`src/cbwa_pkg.sv`:
```
// package: shared constants and types for the write-end and dma arbiter
package cbwa_pkg;
  localparam int CBWA_AD_W = 32;
  localparam int CBWA_IDX_W = 2;
  localparam int CBWA_DIAG_W = 2;
  localparam logic CBWA_ASSERTED = 1'b0;
  localparam logic CBWA_NEGATED = 1'b1;
  localparam logic [1:0] CBWA_SYNC_RST = 2'h3;
  typedef enum logic [2:0] {
    CBWA_IDLE = 3'b000,
    CBWA_ADDR = 3'b001,
    CBWA_DATA = 3'b010,
    CBWA_WAIT = 3'b011,
    CBWA_GRANT = 3'b100
  } cbwa_state_e;
endpackage : cbwa_pkg

```
`src/cbwa_bus_if.sv`:
```
// interface: processor memory bus between processor end and memory/dma end
`timescale 1ns/1ns
interface cbwa_bus_if;
  import cbwa_pkg::*;
  logic [CBWA_AD_W-1:0] cpu_ad_o;
  logic cpu_ad_oe_n;
  logic [CBWA_AD_W-1:0] ext_ad_o;
  logic ext_ad_oe_n;
  logic [CBWA_IDX_W-1:0] low_word_index;
  logic [CBWA_DIAG_W-1:0] debug_status_out;
  logic read_strobe_n;
  logic store_strobe_n;
  logic data_drive_enable_n;
  logic multiword_or_samepage_n;
  logic address_latch_strobe;
  logic ctl_oe_n;
  logic cycle_done_n;
  logic transfer_fault_n;
  logic read_data_strobe_n;
  logic mastership_ask_n;
  logic mastership_given_n;
  logic system_clock_out;
  modport cpu (
    output cpu_ad_o, cpu_ad_oe_n, low_word_index, debug_status_out, read_strobe_n,
    output store_strobe_n, data_drive_enable_n, multiword_or_samepage_n,
    output address_latch_strobe, ctl_oe_n, mastership_given_n, system_clock_out,
    input ext_ad_o, ext_ad_oe_n, cycle_done_n, transfer_fault_n, read_data_strobe_n,
    input mastership_ask_n
  );
  modport mem (
    input cpu_ad_o, cpu_ad_oe_n, low_word_index, debug_status_out, read_strobe_n,
    input store_strobe_n, data_drive_enable_n, multiword_or_samepage_n,
    input address_latch_strobe, ctl_oe_n, mastership_given_n, system_clock_out,
    output ext_ad_o, ext_ad_oe_n, cycle_done_n, transfer_fault_n, read_data_strobe_n,
    output mastership_ask_n
  );
endinterface : cbwa_bus_if

```
`src/cbwa_sync2.sv`:
```
// module: two-flop synchroniser for an asynchronous level
`timescale 1ns/1ns
module cbwa_sync2 (
  input wire logic clock,
  input wire logic reset_n,
  input wire logic async_in,
  output logic sync_out
);
  import cbwa_pkg::*;
  logic [1:0] stage_ff;
  logic [1:0] nxt_stage;
  always_comb begin
    nxt_stage = {stage_ff[0], async_in};
  end
  // resets to the negated level so no grant appears out of reset
  always_ff @(posedge clock or negedge reset_n) begin
    if (!reset_n) begin
      stage_ff <= CBWA_SYNC_RST;
    end else begin
      stage_ff <= nxt_stage;
    end
  end
  assign sync_out = stage_ff[1];
endmodule : cbwa_sync2

```
`src/cbwa_cpu_end.sv`:
```
// module: processor end - write engine termination and dma arbiter
`timescale 1ns/1ns
// Notes on behaviour
// - memory ends writes by done or fault
// - fault terminates write exactly like done
// - faulted write: no exception, no retry
// - sample termination once store data driven
// - no done at edge means wait cycle
// - dma request wins the next arbitration
// - grant only when bus free, after transfer
// - float bus outputs while granted
// - ignore strobes, done and fault while granted
// - run from caches, stall only for bus
// - drop grant on falling edge after negation
// - resume driving on following rising edge
// - new transfer right after negation sampled
// - dma master releases drivers by then
// - request held whole transfer; bus stays lent
// - synchronise asynchronous request before arbiter
// - dma master may use same controls
// - no hardware coherency with caches
module cbwa_cpu_end (
  input wire logic clock,
  input wire logic reset_n,
  cbwa_bus_if.cpu bus,
  input wire logic wr_req,
  input wire logic [cbwa_pkg::CBWA_AD_W-1:0] wr_addr,
  input wire logic [cbwa_pkg::CBWA_AD_W-1:0] wr_data,
  input wire logic wr_near,
  output logic wr_busy,
  output logic wr_done,
  output logic wr_fault,
  output logic dma_owned
);
  import cbwa_pkg::*;
  // ************************************************************
  // request synchroniser
  // ************************************************************
  logic ask_sync_n;
  cbwa_sync2 u_ask_sync (
    .clock(clock),
    .reset_n(reset_n),
    .async_in(bus.mastership_ask_n),
    .sync_out(ask_sync_n)
  );
  // ************************************************************
  // state
  // ************************************************************
  cbwa_state_e state_ff, nxt_state;
  logic [CBWA_AD_W-1:0] ad_ff, nxt_ad;
  logic [CBWA_IDX_W-1:0] idx_ff, nxt_idx;
  logic ad_oe_n_ff, nxt_ad_oe_n;
  logic ctl_oe_n_ff, nxt_ctl_oe_n;
  logic ale_ff, nxt_ale;
  logic wr_n_ff, nxt_wr_n;
  logic den_n_ff, nxt_den_n;
  logic near_n_ff, nxt_near_n;
  logic busy_ff, nxt_busy;
  logic done_ff, nxt_done;
  logic fault_ff, nxt_fault;
  logic owned_ff, nxt_owned;
  logic gnt_neg_ff, nxt_gnt_neg;
  logic gnt_fall_ff;
  logic term;
  always_comb begin
    // fault and done end a write identically; fault only flagged, never retried
    term = (bus.cycle_done_n == CBWA_ASSERTED) || (bus.transfer_fault_n == CBWA_ASSERTED);
    nxt_state = state_ff;
    nxt_ad = ad_ff;
    nxt_idx = idx_ff;
    nxt_ad_oe_n = ad_oe_n_ff;
    nxt_ctl_oe_n = ctl_oe_n_ff;
    nxt_ale = 1'b0;
    nxt_wr_n = wr_n_ff;
    nxt_den_n = den_n_ff;
    nxt_near_n = near_n_ff;
    nxt_busy = busy_ff;
    nxt_done = 1'b0;
    nxt_fault = 1'b0;
    nxt_owned = owned_ff;
    nxt_gnt_neg = gnt_neg_ff;
    case (state_ff)
      CBWA_IDLE: begin
        // drivers come back one edge after the grant flop clears
        nxt_ad_oe_n = 1'b0;
        nxt_ctl_oe_n = 1'b0;
        if (ask_sync_n == CBWA_ASSERTED) begin
          // dma beats a waiting write; bus is free here
          nxt_state = CBWA_GRANT;
          nxt_gnt_neg = CBWA_ASSERTED;
          nxt_ad_oe_n = 1'b1;
          nxt_ctl_oe_n = 1'b1;
          nxt_owned = 1'b1;
          nxt_busy = wr_req;
        end else if (wr_req) begin
          nxt_state = CBWA_ADDR;
          nxt_ad = wr_addr;
          nxt_idx = wr_addr[CBWA_IDX_W+1:2];
          nxt_ale = 1'b1;
          nxt_wr_n = CBWA_ASSERTED;
          nxt_near_n = wr_near ? CBWA_ASSERTED : CBWA_NEGATED;
          nxt_busy = 1'b1;
        end else begin
          nxt_busy = 1'b0;
        end
      end
      CBWA_ADDR: begin
        // second phase: store data replaces the address
        nxt_state = CBWA_DATA;
        nxt_ad = wr_data;
        nxt_den_n = CBWA_ASSERTED;
      end
      CBWA_DATA, CBWA_WAIT: begin
        if (term) begin
          nxt_state = CBWA_IDLE;
          nxt_wr_n = CBWA_NEGATED;
          nxt_den_n = CBWA_NEGATED;
          nxt_near_n = CBWA_NEGATED;
          nxt_busy = 1'b0;
          nxt_done = 1'b1;
          nxt_fault = (bus.transfer_fault_n == CBWA_ASSERTED);
        end else begin
          nxt_state = CBWA_WAIT;
        end
      end
      CBWA_GRANT: begin
        // done, fault and read strobes are not looked at here
        // dma words are never snooped; software keeps caches coherent
        nxt_busy = wr_req;
        if (ask_sync_n == CBWA_NEGATED) begin
          nxt_state = CBWA_IDLE;
          // drivers stay off here; idle turns them on one edge later
          nxt_gnt_neg = CBWA_NEGATED;
          nxt_owned = 1'b0;
        end
      end
      default: begin
        nxt_state = CBWA_IDLE;
      end
    endcase
  end
  always_ff @(posedge clock or negedge reset_n) begin
    if (!reset_n) begin
      state_ff <= CBWA_IDLE;
      ad_ff <= '0;
      idx_ff <= '0;
      ad_oe_n_ff <= 1'b0;
      ctl_oe_n_ff <= 1'b0;
      ale_ff <= 1'b0;
      wr_n_ff <= CBWA_NEGATED;
      den_n_ff <= CBWA_NEGATED;
      near_n_ff <= CBWA_NEGATED;
      busy_ff <= 1'b0;
      done_ff <= 1'b0;
      fault_ff <= 1'b0;
      owned_ff <= 1'b0;
      gnt_neg_ff <= CBWA_NEGATED;
    end else begin
      state_ff <= nxt_state;
      ad_ff <= nxt_ad;
      idx_ff <= nxt_idx;
      ad_oe_n_ff <= nxt_ad_oe_n;
      ctl_oe_n_ff <= nxt_ctl_oe_n;
      ale_ff <= nxt_ale;
      wr_n_ff <= nxt_wr_n;
      den_n_ff <= nxt_den_n;
      near_n_ff <= nxt_near_n;
      busy_ff <= nxt_busy;
      done_ff <= nxt_done;
      fault_ff <= nxt_fault;
      owned_ff <= nxt_owned;
      gnt_neg_ff <= nxt_gnt_neg;
    end
  end
  // ************************************************************
  // grant pin: asserts on rising, negates on the falling edge half a cycle later
  // ************************************************************
  // falling-edge copy lets the grant drop before our next strobe
  always_ff @(negedge clock or negedge reset_n) begin
    if (!reset_n) begin
      gnt_fall_ff <= CBWA_NEGATED;
    end else begin
      gnt_fall_ff <= gnt_neg_ff;
    end
  end
  always_comb begin
    // low as soon as the rising flop asks, high only once the falling copy agrees
    // so the grant is gone half a cycle before our drivers return
    bus.mastership_given_n = gnt_neg_ff & gnt_fall_ff;
  end
  assign bus.system_clock_out = clock;
  assign bus.cpu_ad_o = ad_ff;
  assign bus.cpu_ad_oe_n = ad_oe_n_ff;
  assign bus.ctl_oe_n = ctl_oe_n_ff;
  assign bus.low_word_index = idx_ff;
  assign bus.debug_status_out = {owned_ff, busy_ff};
  assign bus.read_strobe_n = CBWA_NEGATED;
  assign bus.store_strobe_n = wr_n_ff;
  assign bus.data_drive_enable_n = den_n_ff;
  assign bus.multiword_or_samepage_n = near_n_ff;
  assign bus.address_latch_strobe = ale_ff;
  assign wr_busy = busy_ff;
  assign wr_done = done_ff;
  assign wr_fault = fault_ff;
  assign dma_owned = owned_ff;
endmodule : cbwa_cpu_end

```
`src/flat_wrapper.sv`:
```
// flat-port wrapper written by rule: the top's interface ports become plain ports
module cbwa_cpu_end_flat import cbwa_pkg::*;
  (clock, reset_n, wr_req, wr_addr, wr_data, wr_near, wr_busy, wr_done, wr_fault, dma_owned, bus_cpu_ad_o, bus_cpu_ad_oe_n, bus_low_word_index, bus_debug_status_out, bus_read_strobe_n, bus_store_strobe_n, bus_data_drive_enable_n, bus_multiword_or_samepage_n, bus_address_latch_strobe, bus_ctl_oe_n, bus_mastership_given_n, bus_system_clock_out, bus_ext_ad_o, bus_ext_ad_oe_n, bus_cycle_done_n, bus_transfer_fault_n, bus_read_data_strobe_n, bus_mastership_ask_n);
  cbwa_bus_if bus_i ();
  input wire logic clock;
  input wire logic reset_n;
  input wire logic wr_req;
  input wire logic [cbwa_pkg::CBWA_AD_W-1:0] wr_addr;
  input wire logic [cbwa_pkg::CBWA_AD_W-1:0] wr_data;
  input wire logic wr_near;
  output logic wr_busy;
  output logic wr_done;
  output logic wr_fault;
  output logic dma_owned;
  output wire logic [$bits(bus_i.cpu_ad_o)-1:0] bus_cpu_ad_o;
  output wire logic [$bits(bus_i.cpu_ad_oe_n)-1:0] bus_cpu_ad_oe_n;
  output wire logic [$bits(bus_i.low_word_index)-1:0] bus_low_word_index;
  output wire logic [$bits(bus_i.debug_status_out)-1:0] bus_debug_status_out;
  output wire logic [$bits(bus_i.read_strobe_n)-1:0] bus_read_strobe_n;
  output wire logic [$bits(bus_i.store_strobe_n)-1:0] bus_store_strobe_n;
  output wire logic [$bits(bus_i.data_drive_enable_n)-1:0] bus_data_drive_enable_n;
  output wire logic [$bits(bus_i.multiword_or_samepage_n)-1:0] bus_multiword_or_samepage_n;
  output wire logic [$bits(bus_i.address_latch_strobe)-1:0] bus_address_latch_strobe;
  output wire logic [$bits(bus_i.ctl_oe_n)-1:0] bus_ctl_oe_n;
  output wire logic [$bits(bus_i.mastership_given_n)-1:0] bus_mastership_given_n;
  output wire logic [$bits(bus_i.system_clock_out)-1:0] bus_system_clock_out;
  input wire logic [$bits(bus_i.ext_ad_o)-1:0] bus_ext_ad_o;
  input wire logic [$bits(bus_i.ext_ad_oe_n)-1:0] bus_ext_ad_oe_n;
  input wire logic [$bits(bus_i.cycle_done_n)-1:0] bus_cycle_done_n;
  input wire logic [$bits(bus_i.transfer_fault_n)-1:0] bus_transfer_fault_n;
  input wire logic [$bits(bus_i.read_data_strobe_n)-1:0] bus_read_data_strobe_n;
  input wire logic [$bits(bus_i.mastership_ask_n)-1:0] bus_mastership_ask_n;
  assign bus_cpu_ad_o = bus_i.cpu_ad_o;
  assign bus_cpu_ad_oe_n = bus_i.cpu_ad_oe_n;
  assign bus_low_word_index = bus_i.low_word_index;
  assign bus_debug_status_out = bus_i.debug_status_out;
  assign bus_read_strobe_n = bus_i.read_strobe_n;
  assign bus_store_strobe_n = bus_i.store_strobe_n;
  assign bus_data_drive_enable_n = bus_i.data_drive_enable_n;
  assign bus_multiword_or_samepage_n = bus_i.multiword_or_samepage_n;
  assign bus_address_latch_strobe = bus_i.address_latch_strobe;
  assign bus_ctl_oe_n = bus_i.ctl_oe_n;
  assign bus_mastership_given_n = bus_i.mastership_given_n;
  assign bus_system_clock_out = bus_i.system_clock_out;
  assign bus_i.ext_ad_o = bus_ext_ad_o;
  assign bus_i.ext_ad_oe_n = bus_ext_ad_oe_n;
  assign bus_i.cycle_done_n = bus_cycle_done_n;
  assign bus_i.transfer_fault_n = bus_transfer_fault_n;
  assign bus_i.read_data_strobe_n = bus_read_data_strobe_n;
  assign bus_i.mastership_ask_n = bus_mastership_ask_n;
  cbwa_cpu_end u_core (.clock(clock), .reset_n(reset_n), .bus(bus_i), .wr_req(wr_req), .wr_addr(wr_addr), .wr_data(wr_data), .wr_near(wr_near), .wr_busy(wr_busy), .wr_done(wr_done), .wr_fault(wr_fault), .dma_owned(dma_owned));
endmodule
```
`config.mk`:
```
export PLATFORM = sky130hd
export DESIGN_NAME = cbwa_cpu_end_flat
export DESIGN_NICKNAME = d
export VERILOG_FILES = /design/src/cbwa_pkg.sv /design/src/cbwa_bus_if.sv /design/src/cbwa_sync2.sv /design/src/cbwa_cpu_end.sv /design/src/flat_wrapper.sv
export SDC_FILE = /design/constraint.sdc
export NUM_CORES = 1
export LEC_CHECK = 0
export BUFFER_PORTS_ARGS = -buffer_cell sky130_fd_sc_hd__buf_4
export CORE_MARGIN = 5
export CORE_UTILIZATION = 25
export CTS_CLUSTER_SIZE = 14
export DETAILED_ROUTE_END_ITERATION = 16
export HOLD_SLACK_MARGIN = 0.03
export PLACE_DENSITY = 0.63
export RECOVER_POWER = 25
export SLEW_MARGIN = 25
export SYNTH_ARGS = -nofsm -noshare
export SYNTH_HDL_FRONTEND = slang
export SYNTH_HIERARCHICAL = 1
export SYNTH_SLANG_ARGS = --single-unit
```
`constraint.sdc`:
```
create_clock -name clock -period 3.2 [get_ports clock]
set_input_delay 0.32 -clock clock [delete_from_list [all_inputs] [get_ports clock]]
set_output_delay 0.32 -clock clock [all_outputs]
set_load 0.005 [all_outputs]
```
==> results of run 1 <==
## worst max-delay path: stages (launching register included)
cell and delay, ns:
dfstp_2 0.50, and2_1 0.11, buf_4 0.10
## path summary, 6_finish.rpt
kind	slack, ns	endpoint	cells past startpoint
max in group asynchronous	0.70	u_core/bus.cpu_ad_o[31]	2
worst min-delay path	0.06	u_core/wr_fault	2
worst min register to register	0.36	u_core/u_ask_sync/stage_ff[1]	0
worst max-delay path	0.09	bus_mastership_given_n	2
worst max register to register	1.04	u_core/gnt_fall_ff	0
min in group asynchronous	0.99	u_core/bus.cpu_ad_o[11]	2
## layer usage
metal	track usage, %	wire [um]
met3	3.85	459
met5	0	0
met2	17.3	2790
met1	14.1	2830
met4	4.53	91
## power groups by stage
stage / clock [mW] / combinational [mW] / sequential, mW
after floorplan: 0.0242 / 0.239 / 0.933
after global placement: 0.0242 / 0.611 / 0.931
after detailed placement: 0.0242 / 0.621 / 0.935
after CTS: 0.548 / 0.622 / 0.926
after global routing: 0.576 / 0.657 / 0.948
final: 0.522 / 0.605 / 0.924
## registers in the layout (all words and copies together), names as in the netlist
| signal | flops |
|---|---|
| u_core/u_ask_sync/stage_ff | 2 |
| u_core/bus.ctl_oe_n | 1 |
| u_core/gnt_neg_ff | 1 |
| u_core/bus.address_latch_strobe | 1 |
| u_core/wr_fault | 1 |
| u_core/wr_done | 1 |
| u_core/state_ff | 3 |
| u_core/bus.low_word_index | 2 |
| u_core/bus.multiword_or_samepage_n | 1 |
| u_core/gnt_fall_ff | 1 |
| u_core/wr_busy | 1 |
| u_core/bus.data_drive_enable_n | 1 |
| u_core/bus.cpu_ad_o | 32 |
| u_core/bus.store_strobe_n | 1 |
| u_core/dma_owned | 1 |
## placed cells by master, fill, tap and decap left out, drive strengths merged, types with 2 or more instances in the layout
| cell | instances |
|---|---|
| dfstp | 7 |
| nand3 | 2 |
| buf | 119 |
| a21oi | 6 |
| and2 | 2 |
| nand2b | 34 |
| inv | 9 |
| mux2 | 2 |
| o221a | 32 |
| nand2 | 3 |
| clkbuf | 10 |
| nor3 | 3 |
| nor2 | 2 |
| dfrtp | 43 |
## cell families (layout without fill, tap and decap cells)
| group | after synthesis | count (layout) | synth area share (%) |
|---|---|---|---|
| AO/OA/AOI/OAI | 45 | 45 | 20.0 |
| buffers and inverters | 21 | 139 | 6.96 |
| flip-flops | 50 | 50 | 57.0 |
| multiplexers | 3 | 3 | 1.47 |
| other | 1 | 1 | 0.170 |
| AND/OR/NAND/NOR | 47 | 47 | 14.4 |
## through the flow
step / std cells / hold slack (ns) / utilization (%)
2_1_floorplan: 167 / 0.0244 / -
3_3_place_gp: 381 / 0.346 / 36.0
3_5_place_dp: 381 / 0.348 / 36.0
4_1_cts: 393 / 0.0479 / 37.7
5_1_grt: 393 / 0.0459 / 37.6
6_report: 393 / 0.0617 / 37.6
## layout make-up
type | count | area (um2)
fillers | 888 | 5420
clock buffers | 9 | 118
multi-input cells | 96 | 796
inverters | 5 | 18.8
repair buffers | 121 | 903
clock inverters | 4 | 30.0
well taps | 108 | 135
flip-flops and latches | 50 | 1260
==> results.sh, run 1 <==
export IMPL_min_delay_path_class="in -> reg"
export IMPL_all_layer_gr_usage_pct=11.1
export IMPL_synth_top_area_share_pct=48.7
export IMPL_drv_cap=1
export IMPL_timing_final_setup_violations=0
export IMPL_r2r_start="u_core/gnt_neg_ff"
export IMPL_clk_pin_slew_ns=0.11
export IMPL_worst_margin_pin_slew_ns=2.69
export IMPL_pre_cts_ws_ns=0.576
export IMPL_io_buffer_count=118
export IMPL_power_leakage_nw=1.44
export IMPL_report_power_total_mw=2.05
export IMPL_post_cts_buffers=0
export IMPL_grt_antenna_before_repair=0
export IMPL_cp_max_fo=1
export IMPL_most_frequent_cells_after_synthesis="dfrtp_1, nand2b_1, o221a_1"
export IMPL_synthesis_area_um2=2210
export IMPL_clock_skew_ns=0.0686
export IMPL_drive_above_1_share_pct=50.9
export IMPL_worstHoldStart="bus_transfer_fault_n"
export IMPL_initialDrtViolationCount=29
export IMPL_clock_power_share_pct=25.5
export IMPL_async_flop_share_pct=100
export IMPL_core_area_um2=8680
export IMPL_final_setup_tns_ns=0
export IMPL_yosys_cell_types_count=27
export IMPL_crit_arrival_ns=2.79
export IMPL_yosysTopAreaCell="dfrtp_1"
export IMPL_wire_length_of_the_first_global_routing_pass_um=9860
export IMPL_grt_start_max_net_pins=50
export IMPL_end_kind="primary output"
export IMPL_route_vias_total=1790
export IMPL_synthesis_area_per_instance_um2=13.2
export IMPL_setup_ws_ns=0.0898
export IMPL_synthesis_stage_register_bit_count=50
export IMPL_finalHoldViolations=0
export IMPL_die_area_um2=10800
export IMPL_irDropWorstVdd_mv=0.290
export IMPL_i_o_pins=154
export IMPL_rsz0062_at_grt="false"
export IMPL_cts_tree="yes"
export IMPL_comb_power_share_pct=29.5
export IMPL_post_synth_top_count_cell="dfrtp_1"
export IMPL_first_pass_iters=4
export IMPL_power_switching_mw=0.580
export IMPL_routabilityCongestion=0.707
export IMPL_die_outline_width_um=104
export IMPL_synth_edf_count=0
export IMPL_number_of_slew_limit_violations_in_the_final_report=50
export IMPL_cp_data_required_time_ns=2.88
export IMPL_routedWlPerCell_um=15.7
export IMPL_synthesis_instances=167
export IMPL_globalRouteOverflowTotal=0
export IMPL_internal_power_mw=1.47
export IMPL_post_cts_resized_instances=0
export IMPL_power_per_cell_area_nw_per_um2=629
export IMPL_worst_relative_slew_slack_pct=-79.1
export IMPL_vias_in_the_first_global_route=1903
export IMPL_antenna_left=0
export IMPL_mappedNetlistNets=272
export IMPL_outcome="complete, but fails checks"
export IMPL_failed_checks="capacitance limit, slew limit"
export IMPL_setup_worst_path_start_class="register"
export IMPL_start_util_pct=25.5
export IMPL_drt_drc_violations_left=0
export IMPL_worstSkewPairLatency_ns=0.48
export IMPL_place_area_um2=3120
export IMPL_critical_path_startpoint="u_core/gnt_fall_ff"
export IMPL_detailedPlacementHpwl_um=4380
export IMPL_fin_area_um2=3260
export IMPL_rows=34
export IMPL_synth_warning_count=6
export IMPL_antenna_fix_cells=0
export IMPL_critPathKind="reg -> out"
export IMPL_power_share_sequential_pct=45.1
export IMPL_vias_per_cell=4.55
export IMPL_synth_area_top_cells="dfrtp_1, o221a_1, nand2b_1"
export IMPL_area_growth_syn_to_layout_pct=47.6
export IMPL_ys_seq_area_share_pct=57.0
export IMPL_die_height_um=104
export IMPL_switching_fraction_of_total_power_pct=28.3
export IMPL_wirelength_um=6160
export IMPL_synth_main_ff_cell="dfrtp_1"
export IMPL_fin_nets=389
export IMPL_cts_hold_fix_buffers=1
Power figures use the tool's default switching activity.
==> run 2: changes to the inputs <==
--- a/config.mk
+++ b/config.mk
@@ -6,7 +6,7 @@
 export NUM_CORES = 1
 export LEC_CHECK = 0
 export BUFFER_PORTS_ARGS = -buffer_cell sky130_fd_sc_hd__buf_4
-export CORE_MARGIN = 5
+export CORE_MARGIN = 1
 export CORE_UTILIZATION = 25
 export CTS_CLUSTER_SIZE = 14
 export DETAILED_ROUTE_END_ITERATION = 16
==> constraint.sdc (replaced) <==
create_clock -name clock -period 3.9 [get_ports clock]
set_input_delay 0.39 -clock clock [delete_from_list [all_inputs] [get_ports clock]]
set_output_delay 0.39 -clock clock [all_outputs]
set_load 0.005 [all_outputs]
==> run 2 against run 1 <==
The flow still finishes with violations (capacitance limit, slew limit). Cell area hardly changed. Sequential power shrank 18%. Clock power down 14%. Non-clock buffer count down 1. Clock skew about the same. Flip-flop and latch count did not move. Count of clock-buffer cells in the layout rose by 1. Setup slack improved by 0.28 ns. Utilization increased by 1.4 points. Critical path depth is the same. Combinational power is 19% lower. Register-to-register slack better by 0.34 ns. Largest power group unchanged. Highest routed layer unchanged.
==> results.sh, run 2 (synthesis gave the netlist of run 1 again) <==
export IMPL_end_kind="primary output"
export IMPL_number_of_slew_limit_violations_in_the_final_report=50
export IMPL_pre_cts_ws_ns=0.866
export IMPL_rr_endpoint="u_core/gnt_fall_ff"
export IMPL_antenna_left=0
export IMPL_globalRouteOverflowTotal=0
export IMPL_min_delay_path_depth=1
export IMPL_rsz0062_at_grt="false"
export IMPL_hold_worst_slack_ns=0.0782
export IMPL_clock_power_share_pct=26.4
export IMPL_failed_checks="capacitance limit, slew limit"
export IMPL_core_area_um2=8380
export IMPL_setup_worst_path_start_class="register"
export IMPL_worstSkewPairLatency_ns=0.48
export IMPL_crit_path_cell_trace="and2_1 -> buf_4"
export IMPL_grt_start_max_net_pins=50
export IMPL_wire_length_of_the_first_global_routing_pass_um=8440
export IMPL_cpMaxStageDelayCell="dfstp_2"
export IMPL_internal_power_mw=1.24
export IMPL_drive_above_1_share_pct=51.1
export IMPL_cpPeakStageDelay_ns=0.50
export IMPL_cts_hold_fix_buffers=0
export IMPL_worstHoldStart="bus_mastership_ask_n"
export IMPL_start_util_pct=26.4
export IMPL_final_setup_tns_ns=0
export IMPL_die_outline_width_um=96.0
export IMPL_first_pass_iters=4
export IMPL_crit_arrival_ns=3.14
export IMPL_fin_nets=388
export IMPL_initialDrtViolationCount=30
export IMPL_post_cts_resized_instances=0
export IMPL_routabilityCongestion=0.693
export IMPL_outcome="complete, but fails checks"
export IMPL_all_layer_gr_usage_pct=12.3
export IMPL_final_cell_mix="buf_4, dfrtp_1, nand2b_1"
export IMPL_finalHoldViolations=0
export IMPL_reg2reg_setup_slack_ns=1.38
export IMPL_area_growth_syn_to_layout_pct=47.7
export IMPL_drt_drc_violations_left=0
export IMPL_antenna_fix_cells=0
export IMPL_vias_in_the_first_global_route=1773
export IMPL_comb_power_share_pct=28.9
export IMPL_cp_max_fo=1
export IMPL_largest_register_ff_count=32
export IMPL_r2r_worst_path_cells=0
export IMPL_timing_final_setup_violations=0
export IMPL_setup_ws_ns=0.371
export IMPL_postLayoutCoreUtil_pct=38.9
export IMPL_irDropWorstVdd_mv=0.245
export IMPL_switching_fraction_of_total_power_pct=27.0
export IMPL_drv_cap=1
export IMPL_cpLargestDelayFamily="flip-flops"
export IMPL_power_share_sequential_pct=44.7
export IMPL_critPathBufInv=1
export IMPL_i_o_pins=154
export IMPL_worst_margin_pin_slew_ns=2.56
export IMPL_power_switching_mw=0.459
export IMPL_cts_tree="yes"
export IMPL_io_buffer_count=118
export IMPL_r2r_start="u_core/gnt_neg_ff"
export IMPL_wirelength_um=5530
export IMPL_power_leakage_nw=1.45
export IMPL_critPathKind="reg -> out"
export IMPL_route_vias_total=1777
export IMPL_power_per_cell_area_nw_per_um2=521
export IMPL_clock_skew_ns=0.0682
export IMPL_worst_relative_slew_slack_pct=-70.9
export IMPL_detailedPlacementHpwl_um=3930
export IMPL_vias_per_cell=4.57
export IMPL_grt_antenna_before_repair=0
export IMPL_cp_data_required_time_ns=3.51
export IMPL_clk_pin_slew_ns=0.10
export IMPL_layout_commonest_cell="buf_4"
export IMPL_die_height_um=96.0
export IMPL_routedWlPerCell_um=14.2
export IMPL_min_delay_path_class="in -> reg"
export IMPL_rows=33
export IMPL_die_area_um2=9220
export IMPL_min_delay_worst_endpoint="u_core/u_ask_sync/stage_ff[0]"
export IMPL_post_cts_buffers=0
## run 2: changes by cell type in the layout (fill, tap and decap cells not counted)
cell | previous run | this run
buf_4 | 119 | 118
clkbuf_16 | 0 | 1
clkbuf_4 | 0 | 1
clkinv_4 | 0 | 1
dlygate4sd3_1 | 1 | 0
inv_6 | 3 | 1
## run 2: power by group through the flow
stage / clock, mW / sequential (mW) / combinational (mW)
after floorplan: 0.0198 / 0.766 / 0.196
after global placement: 0.0198 / 0.766 / 0.495
after detailed placement: 0.0198 / 0.769 / 0.500
after CTS: 0.474 / 0.762 / 0.501
after global routing: 0.495 / 0.781 / 0.541
final: 0.450 / 0.760 / 0.491
## run 2: area by class of cell
| class | count | area [um2] |
|---|---|---|
| fill | 811 | 5120 |
| sequential | 50 | 1260 |
| timing repair buffer | 120 | 893 |
| multi-input combinational | 96 | 796 |
| clock buffer | 10 | 143 |
| tap | 105 | 131 |
| clock inverter | 3 | 21.3 |
| inverter | 5 | 18.8 |
## run 2: routing by layer
| metal | global-route usage (%) | up-vias | share of wire (%) | wire length (um) |
|---|---|---|---|---|
| li1 | - | 835 | - | - |
| met1 | 14.9 | 855 | 45 | 2510 |
| met2 | 19.7 | 82 | 45 | 2500 |
| met3 | 4.34 | 5 | 8.6 | 478 |
| met4 | 4.85 | 0 | 0.78 | 43 |
| met5 | 0 | - | 0 | 0 |
## run 2: worst max path at each step
stage,from,to,slack [ns],depth (start not counted)
3_3_place_gp,u_core/gnt_fall_ff,bus_mastership_given_n,0.86,2
5_1_grt,u_core/gnt_fall_ff,bus_mastership_given_n,0.32,2
2_1_floorplan,u_core/gnt_fall_ff,bus_mastership_given_n,0.96,1
3_5_place_dp,u_core/gnt_fall_ff,bus_mastership_given_n,0.87,2
6_report,u_core/gnt_fall_ff,bus_mastership_given_n,0.37,2
4_1_cts,u_core/gnt_fall_ff,bus_mastership_given_n,0.36,2
## run 2: stage by stage
step	power (mW)	instance area, um2	instances
after floorplan	0.981	2210	167
after global placement	1.28	3120	378
after global routing	1.82	3260	389
after CTS	1.74	3270	389
final	1.70	3260	389
after detailed placement	1.29	3120	378
